**src/verilog/isd_pkg.sv**
```systemverilog
// Package of register map, field layout and timing constants for isd block
package isd_pkg;
    // Register byte addresses on the AHB-Lite bus
    localparam logic [7:0] ADDR_INT_SOURCE = 8'h00;
    localparam logic [7:0] ADDR_CLOCK_PRESCALE = 8'h04;
    localparam logic [7:0] ADDR_SCL_LOW_DIVIDER = 8'h08;
    localparam logic [7:0] ADDR_SCL_HIGH_DIVIDER = 8'h0c;
    localparam logic [7:0] ADDR_STATUS = 8'h10;
    localparam logic [7:0] ADDR_ENABLE = 8'h14;
    localparam logic [7:0] ADDR_MODE = 8'h18;
    localparam logic [7:0] ADDR_IRQ_STATUS = 8'h1c;
    localparam logic [7:0] ADDR_IRQ_MASK = 8'h20;
    // Field positions
    localparam int CODE_LSB = 0;
    localparam int CODE_MSB = 2;
    localparam int RSVD_RW_LSB = 8;
    localparam int RSVD_RW_MSB = 11;
    localparam int PRESCALE_MSB = 7;
    localparam int MODE_RUN_BIT = 0;
    localparam int MODE_MASTER_BIT = 1;
    localparam int NUM_EVENTS = 7;
    // Reset values
    localparam logic [15:0] RESET_REG16 = 16'h0000;
    localparam logic [7:0] RESET_PRESCALE = 8'h00;
    localparam logic [6:0] RESET_EVENTS = 7'h00;
    // Offset d of each SCL half period, picked by prescale value
    localparam logic [3:0] OFFSET_PSC0 = 4'h7;
    localparam logic [3:0] OFFSET_PSC1 = 4'h6;
    localparam logic [3:0] OFFSET_PSCN = 4'h5;
    // Interrupt codes; event index i has code i+1
    typedef enum logic [2:0] {
        CODE_NONE = 3'h0,
        CODE_ARB_LOST = 3'h1,
        CODE_NACK = 3'h2,
        CODE_REG_READY = 3'h3,
        CODE_RX_READY = 3'h4,
        CODE_TX_READY = 3'h5,
        CODE_STOP = 3'h6,
        CODE_ADDRESSED = 3'h7
    } isd_code_t;
    // SCL generator states, Gray coded along idle-low-high
    typedef enum logic [1:0] {
        SCL_IDLE = 2'b00,
        SCL_LOW = 2'b01,
        SCL_HIGH = 2'b11
    } isd_scl_state_t;
endpackage

```
**src/verilog/isd_scl_gen.sv**
```systemverilog
// SCL master clock generator from module clock ticks
`timescale 1ns/1ps
module isd_scl_gen
    import isd_pkg::*;
(
    input wire logic clk_sys,
    input wire logic rstn,
    input wire logic run, // Module out of reset
    input wire logic master, // Acting as bus master
    input wire logic tick, // One module clock period elapsed
    input wire logic [7:0] prescale, // Latched prescale value
    input wire logic [15:0] lowDiv,
    input wire logic [15:0] highDiv,
    output logic scl // Registered SCL level
);
    isd_scl_state_t state, next_state;
    logic [16:0] count, next_count; // Module clock periods left in phase
    logic next_scl;
    logic [3:0] offset; // Offset d
    logic [16:0] lowLen, highLen;

    // Offset d depends on the prescale value
    always_comb
    begin
        if (prescale == 8'h00)
            offset = OFFSET_PSC0;
        else if (prescale == 8'h01)
            offset = OFFSET_PSC1;
        else
            offset = OFFSET_PSCN;
        lowLen = {1'b0, lowDiv} + {13'h0000, offset};
        highLen = {1'b0, highDiv} + {13'h0000, offset};
    end

    // Phase sequencing; count loaded with length minus one
    always_comb
    begin
        next_state = state;
        next_count = count;
        next_scl = scl;
        case (state)
            SCL_IDLE:
            begin
                next_scl = 1'b1;
                if (run && master && tick)
                begin
                    next_state = SCL_LOW;
                    next_count = lowLen - 17'h00001;
                    next_scl = 1'b0;
                end
            end
            SCL_LOW:
            begin
                if (!run || !master)
                begin
                    next_state = SCL_IDLE;
                    next_scl = 1'b1;
                end
                else if (tick)
                begin
                    if (count == 17'h00000)
                    begin
                        next_state = SCL_HIGH;
                        next_count = highLen - 17'h00001;
                        next_scl = 1'b1;
                    end
                    else
                        next_count = count - 17'h00001;
                end
            end
            SCL_HIGH:
            begin
                if (!run || !master)
                    next_state = SCL_IDLE;
                else if (tick)
                begin
                    if (count == 17'h00000)
                    begin
                        next_state = SCL_LOW;
                        next_count = lowLen - 17'h00001;
                        next_scl = 1'b0;
                    end
                    else
                        next_count = count - 17'h00001;
                end
            end
            default:
            begin
                next_state = SCL_IDLE;
                next_scl = 1'b1;
            end
        endcase
    end

    // Register stage; SCL idles high (released)
    always_ff @(posedge clk_sys or negedge rstn)
    begin
        if (!rstn)
        begin
            state <= SCL_IDLE;
            count <= 17'h00000;
            scl <= 1'b1;
        end
        else
        begin
            state <= next_state;
            count <= next_count;
            scl <= next_scl;
        end
    end

    // A low phase never ends before 5 clocks, the smallest offset d; dropping run
    // or master cuts a phase short on purpose, so that case is excused
    low_min_a: assert property (
        @(posedge clk_sys) disable iff (!rstn || !run || !master)
        $fell(scl) |-> !scl[*5])
        else $error("SCL low phase too short");
endmodule

```
**src/verilog/isd_top.sv**
```systemverilog
// Interrupt source decoder and SCL divider with AHB-Lite registers
`timescale 1ns/1ps
module isd_top
    import isd_pkg::*;
(
    input wire logic clk_sys,
    input wire logic rstn,
    input wire logic hsel,
    input wire logic [7:0] haddr,
    input wire logic [1:0] htrans,
    input wire logic hwrite,
    input wire logic [2:0] hsize,
    input wire logic [31:0] hwdata,
    input wire logic hready,
    output logic [31:0] hrdata,
    output logic hreadyout,
    output logic hresp,
    input wire logic debugRead, // Debugger access: reads have no side effect
    input wire logic [6:0] eventPulse, // Event sets, index i is code i+1
    output logic sclOut, // SCL drive low when 1
    output logic sclOe,
    output logic irq
);
    // Registers
    logic [3:0] rsvdRw, next_rsvdRw; // Bits 11-8 of interrupt_source
    logic [2:0] interrupt_code, next_interrupt_code;
    logic [7:0] prescale_value, next_prescale_value; // Software copy
    logic [7:0] activePrescale, next_activePrescale; // Used by dividers
    logic [15:0] low_time_divider, next_low_time_divider;
    logic [15:0] high_time_divider, next_high_time_divider;
    logic [6:0] status_register, next_status_register; // Event flags
    logic [6:0] enable, next_enable; // Interrupt enables
    logic module_run_enable, next_module_run_enable;
    logic masterMode, next_masterMode;
    logic [6:0] irqStatus, next_irqStatus;
    logic [6:0] irqMask, next_irqMask;
    logic [7:0] preCount, next_preCount; // Prescaler counter
    logic tick, next_tick; // Module clock tick
    logic next_irq, next_sclOut, next_sclOe;
    // Bus pipeline
    logic dWr, next_dWr;
    logic dRd, next_dRd;
    logic dDbg, next_dDbg;
    logic [7:0] dAddr, next_dAddr;
    logic [31:0] next_hrdata;
    logic sclLevel;
    logic [6:0] pend;
    logic [2:0] topCode;
    logic [6:0] clrFlags;
    logic [6:0] wrFlags;
    logic rdCode;

    // Highest-priority pending enabled event; lowest code wins
    always_comb
    begin
        pend = status_register & enable;
        topCode = CODE_NONE;
        for (int i = NUM_EVENTS - 1; i >= 0; i--)
            if (pend[i])
                topCode = 3'(i + 1);
    end

    // Address phase capture and register read/write effects
    always_comb
    begin
        next_dWr = hsel && hready && htrans[1] && hwrite;
        next_dRd = hsel && hready && htrans[1] && !hwrite;
        next_dDbg = debugRead;
        next_dAddr = (hsel && hready && htrans[1]) ? haddr : dAddr;
        rdCode = dRd && !dDbg && dAddr == ADDR_INT_SOURCE;
        next_rsvdRw = rsvdRw;
        next_prescale_value = prescale_value;
        next_low_time_divider = low_time_divider;
        next_high_time_divider = high_time_divider;
        next_enable = enable;
        next_module_run_enable = module_run_enable;
        next_masterMode = masterMode;
        next_irqMask = irqMask;
        wrFlags = 7'h00;
        if (dWr)
        begin
            case (dAddr)
                ADDR_INT_SOURCE:
                    next_rsvdRw = hwdata[RSVD_RW_MSB:RSVD_RW_LSB];
                ADDR_CLOCK_PRESCALE:
                    next_prescale_value = hwdata[PRESCALE_MSB:0];
                ADDR_SCL_LOW_DIVIDER:
                    next_low_time_divider = hwdata[15:0];
                ADDR_SCL_HIGH_DIVIDER:
                    next_high_time_divider = hwdata[15:0];
                ADDR_STATUS:
                    wrFlags = hwdata[6:0]; // Write one to clear
                ADDR_ENABLE:
                    next_enable = hwdata[6:0];
                ADDR_MODE:
                begin
                    next_module_run_enable = hwdata[MODE_RUN_BIT];
                    next_masterMode = hwdata[MODE_MASTER_BIT];
                end
                ADDR_IRQ_MASK:
                    next_irqMask = hwdata[6:0];
                default:
                    next_rsvdRw = rsvdRw; // Unmapped: ignored
            endcase
        end
        // Read of arbitration lost, NACK or stop code clears its flag
        clrFlags = wrFlags;
        if (rdCode && (interrupt_code == CODE_ARB_LOST
            || interrupt_code == CODE_NACK || interrupt_code == CODE_STOP))
            clrFlags[interrupt_code - 3'h1] = 1'b1;
        // Hardware set wins over a read or write-one clear in the same cycle; run-enable low clears all flags
        next_status_register = (status_register & ~clrFlags) | eventPulse;
        if (!module_run_enable)
            next_status_register = RESET_EVENTS;
        // Code: cleared by read, reloaded with next pending event
        if (rdCode)
            next_interrupt_code = CODE_NONE;
        else if (interrupt_code == CODE_NONE)
            next_interrupt_code = topCode;
        else
            next_interrupt_code = interrupt_code;
        if (!module_run_enable)
            next_interrupt_code = CODE_NONE;
        // Sticky interrupt status, write one clears, set wins
        next_irqStatus = irqStatus;
        if (dWr && dAddr == ADDR_IRQ_STATUS)
            next_irqStatus = irqStatus & ~hwdata[6:0];
        next_irqStatus = next_irqStatus | eventPulse;
        next_irq = |(next_irqStatus & next_irqMask);
        next_hrdata = 32'h00000000;
        if (next_dRd)
        begin
            case (haddr)
                ADDR_INT_SOURCE: // Reserved bits 15-12, 7-3 read zero
                    next_hrdata = {20'h00000, next_rsvdRw, 5'h00,
                        next_interrupt_code};
                ADDR_CLOCK_PRESCALE:
                    next_hrdata = {24'h000000, next_prescale_value};
                ADDR_SCL_LOW_DIVIDER:
                    next_hrdata = {16'h0000, next_low_time_divider};
                ADDR_SCL_HIGH_DIVIDER:
                    next_hrdata = {16'h0000, next_high_time_divider};
                ADDR_STATUS:
                    next_hrdata = {25'h0000000, next_status_register};
                ADDR_ENABLE:
                    next_hrdata = {25'h0000000, next_enable};
                ADDR_MODE:
                    next_hrdata = {30'h00000000, next_masterMode,
                        next_module_run_enable};
                ADDR_IRQ_STATUS:
                    next_hrdata = {25'h0000000, next_irqStatus};
                ADDR_IRQ_MASK:
                    next_hrdata = {25'h0000000, next_irqMask};
                default:
                    next_hrdata = 32'h00000000;
            endcase
        end
    end

    // Prescaler: latched only on run-enable rising edge
    always_comb
    begin
        next_activePrescale = activePrescale;
        if (next_module_run_enable && !module_run_enable)
            next_activePrescale = prescale_value;
        next_preCount = preCount;
        next_tick = 1'b0;
        if (!module_run_enable)
            next_preCount = 8'h00;
        else if (preCount == activePrescale)
        begin
            next_preCount = 8'h00;
            next_tick = 1'b1;
        end
        else
            next_preCount = preCount + 8'h01;
        next_sclOut = !sclLevel; // Open drain: drive low only
        next_sclOe = !sclLevel;
    end

    // Register stage for all state
    always_ff @(posedge clk_sys or negedge rstn)
    begin
        if (!rstn)
        begin
            rsvdRw <= 4'h0;
            interrupt_code <= CODE_NONE;
            prescale_value <= RESET_PRESCALE;
            activePrescale <= RESET_PRESCALE;
            low_time_divider <= RESET_REG16;
            high_time_divider <= RESET_REG16;
            status_register <= RESET_EVENTS;
            enable <= RESET_EVENTS;
            module_run_enable <= 1'b0;
            masterMode <= 1'b0;
            irqStatus <= RESET_EVENTS;
            irqMask <= RESET_EVENTS;
            preCount <= 8'h00;
            tick <= 1'b0;
            dWr <= 1'b0;
            dRd <= 1'b0;
            dDbg <= 1'b0;
            dAddr <= 8'h00;
            hrdata <= 32'h00000000;
            irq <= 1'b0;
            sclOut <= 1'b0;
            sclOe <= 1'b0;
        end
        else
        begin
            rsvdRw <= next_rsvdRw;
            interrupt_code <= next_interrupt_code;
            prescale_value <= next_prescale_value;
            activePrescale <= next_activePrescale;
            low_time_divider <= next_low_time_divider;
            high_time_divider <= next_high_time_divider;
            status_register <= next_status_register;
            enable <= next_enable;
            module_run_enable <= next_module_run_enable;
            masterMode <= next_masterMode;
            irqStatus <= next_irqStatus;
            irqMask <= next_irqMask;
            preCount <= next_preCount;
            tick <= next_tick;
            dWr <= next_dWr;
            dRd <= next_dRd;
            dDbg <= next_dDbg;
            dAddr <= next_dAddr;
            hrdata <= next_hrdata;
            irq <= next_irq;
            sclOut <= next_sclOut;
            sclOe <= next_sclOe;
        end
    end

    // Zero-wait slave, always OKAY
    always_comb
    begin
        hreadyout = 1'b1;
        hresp = 1'b0;
    end

    // Master SCL shaping from module clock ticks
    isd_scl_gen u_scl (
        .clk_sys(clk_sys),
        .rstn(rstn),
        .run(module_run_enable),
        .master(masterMode),
        .tick(tick),
        .prescale(activePrescale),
        .lowDiv(low_time_divider),
        .highDiv(high_time_divider),
        .scl(sclLevel)
    );

    code_clear_a: assert property (
        @(posedge clk_sys) disable iff (!rstn)
        rdCode |=> interrupt_code == CODE_NONE)
        else $error("Code not cleared by read");
    flag_clear_a: assert property (
        @(posedge clk_sys) disable iff (!rstn)
        rdCode && interrupt_code == CODE_ARB_LOST && !eventPulse[0]
        |=> !status_register[0])
        else $error("Arbitration flag not cleared");
    debug_keep_a: assert property (
        @(posedge clk_sys) disable iff (!rstn)
        dRd && dDbg && interrupt_code != CODE_NONE && module_run_enable
        && $stable(module_run_enable)
        |=> $stable(interrupt_code))
        else $error("Debugger read changed code");
    reload_a: assert property (
        @(posedge clk_sys) disable iff (!rstn)
        interrupt_code == CODE_NONE && !rdCode && module_run_enable
        && pend[0] |=> interrupt_code == CODE_ARB_LOST)
        else $error("Pending code not loaded");
    psc_hold_a: assert property (
        @(posedge clk_sys) disable iff (!rstn)
        module_run_enable && $past(module_run_enable)
        |-> $stable(activePrescale))
        else $error("Prescale changed while running");
    // Run-enable falling stops the ticks mid-pattern, which is legal
    tick_rate_a: assert property (
        @(posedge clk_sys) disable iff (!rstn || !module_run_enable)
        tick && activePrescale == 8'h01 && module_run_enable
        |=> !tick ##1 tick)
        else $error("Module clock rate wrong");
    rsvd_zero_a: assert property (
        @(posedge clk_sys) disable iff (!rstn)
        dRd && dAddr == ADDR_INT_SOURCE |-> hrdata[7:3] == 5'h00
        && hrdata[15:12] == 4'h0)
        else $error("Reserved bits nonzero");
    scl_slave_a: assert property (
        @(posedge clk_sys) disable iff (!rstn)
        !masterMode |-> ##2 !sclOe)
        else $error("SCL driven while not master");
endmodule

```
**config.mk**
```make
export PLATFORM = sky130hd
export DESIGN_NAME = isd_top
export DESIGN_NICKNAME = d
export VERILOG_FILES = /design/src/verilog/isd_pkg.sv /design/src/verilog/isd_scl_gen.sv /design/src/verilog/isd_top.sv
export SDC_FILE = /design/constraint.sdc
export NUM_CORES = 1
export LEC_CHECK = 0
export ABC_AREA = 1
export BUFFER_PORTS_ARGS = -buffer_cell sky130_fd_sc_hd__buf_2
export CORE_ASPECT_RATIO = 1.4
export CORE_MARGIN = 2
export CORE_UTILIZATION = 64
export DETAILED_ROUTE_END_ITERATION = 8
export GPL_ROUTABILITY_DRIVEN = 0
export PLACE_DENSITY = 0.9
export SYNTH_ARGS = -nofsm -noshare
export SYNTH_HDL_FRONTEND = slang
export SYNTH_SLANG_ARGS = --single-unit
```
**constraint.sdc**
```tcl
create_clock -name clk_sys -period 4.45 [get_ports clk_sys]
set_input_delay 0.89 -clock clk_sys [delete_from_list [all_inputs] [get_ports clk_sys]]
set_output_delay 0.89 -clock clk_sys [all_outputs]
set_load 0.02 [all_outputs]
```
# Word-level counts from Yosys, hierarchy flattened
# Cells that the tools add are included.
# W data, S select, Z words.
# classes
add_sub_neg	7
n_lt_le_gt_ge	2
n_eq_ne	33
n_mux	65
bitwise	9
n_reduce_logical	31
# ops
op	count
$pmux W16 S9	1
$mux W17	7
$mux W16	5
$eq A8 B5 Y1 const B	8
$mux W7	9
$pmux W17 S3	1
$sub A17 B1 Y17 const B	3
$add A16 B3 Y17	2
$eq A8 B4 Y1 const B	4
$mux W8	4
$mux W3	10
$and A7 B7 Y7	4
$logic_not A8 Y1	3
$or A7 B7 Y7	3
$mux W2	9
$logic_not A17 Y1	1
$eq A8 B3 Y1 const B	2
$eq A8 B6 Y1 const B	2
$mux W1	14
$not A7 Y7	2
$logic_and A1 B1 Y1	12
$reduce_and A5 Y1	2
$add A8 B1 Y8 const B	1
$eq A8 B1 Y1 const B	1
other kinds (24)	37
# totals
regBits	159
inputBits	58
output_inout_bits	37
elab_cells	171

# Logic depth before layout (Yosys ltp)
# logic_depth
word_depth	13
mapped_depth	20
mapped_depth_nobuf	20

# Cells and area by module
# Synthesis repeated with hierarchy kept, for this count alone.
# hier_totals
hier_cells	1284
area_unflattened_um2	9421.5
# by_module_without_submodules
mod	instances	cells_per_inst	area_each_um2	seq_area_each_um2
isd_top	1	740	6331.1	3078.0
isd_scl_gen	1	544	3090.5	501.7

# Worst setup path after synthesis
# No wires, ideal clock.
# synth_timing
kind	reg-to-reg
startpoint	reg activePrescale[5]
endpoint	reg u_scl.count[11]
setup_time_ps	113
t_arrival_ps	2704
required_time_ps	4337
slack_ps	1633
stages_incl_launch_ff	18
path_buffers	0
period_less_slack_ps	2817
cell_sequence	dfrtp_1 nor4_1 nand4_1 ha_1 inv_1 ha_1 inv_1 fa_1 nor2_1 nand2_1 nor2_1 nand2_1 xor2_1 nand2_1 nand3_1 nand3_1 nand2_1 inv_1
# synth_between
elab_chain_len	9
elab_cells_between_ends	16
cone_classes	add/sub (4); eq/ne (1); mux (10); reduce/logical (1)
# synth_lines
element	line	text
start: declaration	isd_top.sv:28	logic [7:0] activePrescale, next_activePrescale;
start signal: assignment	isd_top.sv:214	activePrescale <= next_activePrescale;
$eq A8 B1 Y1	isd_scl_gen.sv:27	else if (prescale == 8'h01)
$mux W2	isd_scl_gen.sv:27	
$mux W2 *	isd_scl_gen.sv:25	if (prescale == 8'h00)
$add A16 B3 Y17 (on tied branches)	isd_scl_gen.sv:31, isd_scl_gen.sv:32	
$sub A17 B1 Y17 (on tied branches)	isd_scl_gen.sv:48, isd_scl_gen.sv:80, isd_scl_gen.sv:64	
$mux W17 (on tied branches)	isd_scl_gen.sv:77, isd_scl_gen.sv:61	
$mux W17 (on tied branches)	isd_scl_gen.sv:75, isd_scl_gen.sv:59	
$mux W17 (on tied branches)	isd_scl_gen.sv:73, isd_scl_gen.sv:54	
$pmux W17 S3 *	isd_scl_gen.sv:41	case (state)
end signal: assignment	isd_scl_gen.sv:107	count <= next_count;
end: declaration	isd_scl_gen.sv:17	logic [16:0] count, next_count;
# Every way passes the cells marked *; elsewhere a longest branch is shown, timed or not. The select of a mux whose other input is x is not followed.
# A chain may end at the register's enable or synchronous reset.

# Worst setup path after layout
# Ends and elaborated chain as after synthesis.

==> impl_metrics.csv <==
group,metric,value,unit
setup_path,startpoint,"activePrescale[5]",
yosys,synth_top_area_cell,"dfrtp_1",
final_layout,fin_util,71.00,%
clock_tree,clock-sinks,143,
clock_tree,post_cts_buffers,0,
yosys,synthCells,1199,
floorplanning,die_h,143.8,um
clock_tree,tritoncts,"done",
final_layout,drive_gt1_share,12.73,%
final_layout,stdcell_count,1450,
floorplanning,initial_core_util,64.81,%
final_layout,antenna_cells,0,
floorplanning,die_x,103.9,um
clock_tree,htree_levels,4,
global_routing,grt_pass1_wl,39730,um
setup_path,crit_fanout,5,
yosys,synth.area.top_cells,"dfrtp_1, nand2_1, nand3_1, inv_1, nor2_1",
clock_tree,cts_resized,0,
detailed_routing,via_count,8540,
detailed_routing,drtPass1Iterations,9,
global_routing,grt_pass1_vias,8434,
clock_tree,cts_hold_buf,0,
sta,timing.hold.ws,0.4443,ns
setup_path,critPathRequiredTime,4.79,ns
sta,setup_viol,0,
setup_path,cp-end-kind,"register",
floorplanning,fp-row-count,51,
status,violations,"DRC",
hold_path,min_path_type,"register to register",
yosys,async_flop_share,100.0,%
detailed_routing,dr.first_iter.drc_count,940,
clock_tree,cts_root_buf,"clkbuf_16",
sta,max_slew_margin,33.59,%
pwr,leakage,0.005083,uW
setup_path,critPathArrivalTime,3.75,ns
pwr,totalPowerFinal,3104,uW
sta,worstMarginPinSlew,0.9962,ns
sta,finClkSkew,0.01149,ns
yosys,ys_types,52,
detailed_routing,drt_wl_total,24200,um
floorplanning,core,13780,sq um
detailed_routing,detail-route-antenna-nets,0,
sta,period_needed,3.412,ns
hold_path,worstHoldPathCells,1,
detailed_routing,wire_per_inst,16.69,um
setup_path,startpoint_type,"register",
hold_path,min_from,"u_scl.scl",
setup_path,r2r_start,"activePrescale[5]",
yosys,ys_warn_count,0,
global_routing,grt-ovfl-total,0,
final_layout,area_growth,9.538,%
place,io_buffers,56,
yosys,synth_edf_count,0,
yosys,syn_area,8934,sq um
status,outcome,"finished, violations left",
setup_path,crit_type,"register to register",
place,dp_hpwl,16980,um
global_routing,antenna_found_initial,1,
sta,period_share,76.67,%
detailed_routing,vias_per_cell,5.890,
yosys,yosys_most_used_dff,"dfrtp_1",
clock_tree,cts.clk_slew.worst_paths,0.07,ns
clock_tree,cts_made_buffers,17,
yosys,synth.avg_cell_area,7.451,sq um
sta,maxSlewViolCount,0,
flow_run,drv_cap,0,
floorplanning,io_pins,95,
sta,hold_viol,0,
global_routing,grtUsageTotal,33.51,%
yosys,yosysTopAreaCellShare,39.78,%
setup_path,reg2regPathDepth,17,
yosys,ys_ff_latch,143,
global_routing,grt_max_degree,108,
pwr,peakVddDrop,243.6,uV
sta,max_clock_freq,293.1,MHz
detailed_routing,drc,1,
clock_tree,clk_path_buf_depth,2,
clock_tree,clkLatencyLatePin,0.44,ns
sta,rsz0062_at_grt,"no",
final_layout,final_nets,1330,
sta,fin_setup_tns,0,ns
floorplanning,dieArea,14930,sq um
pwr,power_density,317.2,nW/um^2
yosys,ys_seq_area_share,40.07,%
place,placed_cells,1418,
-- cells in the mapped netlist (2+ instances only) --
library cell    n
a21boi_0        2
nand2_1       309
dfrtp_1       142
nand2_4         2
buf_6           6
a21oi_1        40
nand3b_1        3
xnor2_1         3
mux2_2          2
xor2_1         32
nor3_1         14
o21ai_2         3
nor4_1          3
nor2_4          9
o21ai_0        52
and2_1         14
nand3_2         5
inv_2           4
nor2_1        123
nand4_1        13
fa_1            2
inv_1         145
clkbuf_1        3
o211ai_1       12
or2_2           5
nor2_2         14
a31oi_1         9
o21a_1         10
a21oi_2        12
buf_4          25
o31ai_1         3
ha_1           18
o21ai_1         9
buf_2           6
nand3_1       120
conb_1          2
nand2_2         8
-- through the flow --
stage               cell area [sq um]  setup slack (ns)
floorplan                        8994             1.633
global placement                 9223             1.177
detailed placement               9223             1.141
CTS                              9786             1.104
global route                     9786            0.7305
finish                           9786             1.038
-- registers in the layout, summed over array words and instances, names as in the netlist, 2 cells and up --
signal,cells
preCount,8
dAddr,8
low_time_divider,16
high_time_divider,16
rsvdRw,4
status_register,7
interrupt_code,3
u_scl.count,17
irqMask,7
u_scl.state,2
irqStatus,7
hrdata,16
activePrescale,8
prescale_value,8
enable,7
-- power breakdown --
| part | leakage [uW] | internal [uW] | switching [uW] |
|---|---|---|---|
| Clock | 0.000276 | 740 | 642 |
| Sequential | 0.00181 | 1330 | 29.1 |
| Combinational | 0.00299 | 106 | 256 |
| Total | 0.00508 | 2180 | 927 |
-- path summary, 6_finish.rpt --
path                                         to  slack (ns)
worst max-delay path            u_scl.count[11]        1.04
worst min-delay path                      sclOe        0.44
worst max register to register  u_scl.count[11]        1.04
worst min register to register            sclOe        0.44
max in group asynchronous        u_scl.count[4]        3.03
min in group asynchronous              dAddr[6]        0.52
-- placed cells by master, fill, tap and decap left out, types with 12 or more instances in the layout --
cell type	count
dfrtp_1	142
nand2_1	309
nor2_1	123
nand4_1	13
ha_1	18
nor2_2	14
o211ai_1	12
nor3_1	14
a21oi_2	12
nand3_1	120
a21oi_1	40
and2_1	14
o21ai_0	52
xor2_1	32
buf_2	55
clkbuf_16	17
conb_1	18
inv_1	145
-- logic make-up (layout without fill, tap and decap cells) --
| logic type | after synthesis | after routing | share of synthesized area [%] |
|---|---|---|---|
| xor gates and xnor gates | 35 | 35 | 3.431 |
| and+or+nand+nor | 647 | 647 | 32.76 |
| DFF | 143 | 143 | 40.07 |
| AOI/OAI and AO/OA | 157 | 157 | 10.46 |
| buffers and inverters | 192 | 242 | 9.846 |
| adders and majority gates | 20 | 20 | 2.969 |
| other | 2 | 18 | 0.08406 |
| muxes | 3 | 3 | 0.3781 |
-- per-layer routing --
metal | track usage [%] | wire [um] | vias up
li1 | - | - | 3929
met1 | 34.69 | 8298 | 3893
met2 | 60.66 | 12280 | 545
met3 | 6.395 | 1883 | 173
met4 | 24.47 | 1740 | 0
met5 | 0 | 0 | -
-- critical path, stage by stage, from the launching register on --
cell and delay (ns):
dfrtp_1 0.42, nor4_1 0.37, nand4_1 0.19, ha_1 0.32, inv_1 0.06, ha_1 0.16, inv_1 0.05, fa_1 0.42
nor2_1 0.28, nand2_1 0.11, nor2_1 0.37, nand2_1 0.12, xor2_1 0.15, nand2_1 0.07, nand3_1 0.07, nand3_1 0.08
nand2_1 0.06, inv_1 0.03
-- cell type report --
| cell class | count | area [sq um] |
|---|---|---|
| multi-input cells | 880 | 4534 |
| flip-flops and latches | 143 | 3580 |
| repair buffers | 59 | 309.0 |
| inverters | 151 | 568.0 |
| clock inverters | 15 | 137.6 |
| clock buffers | 17 | 425.4 |
| well taps | 185 | 231.5 |
| fillers | 1074 | 3998 |
(Power assumes the default switching activity.)
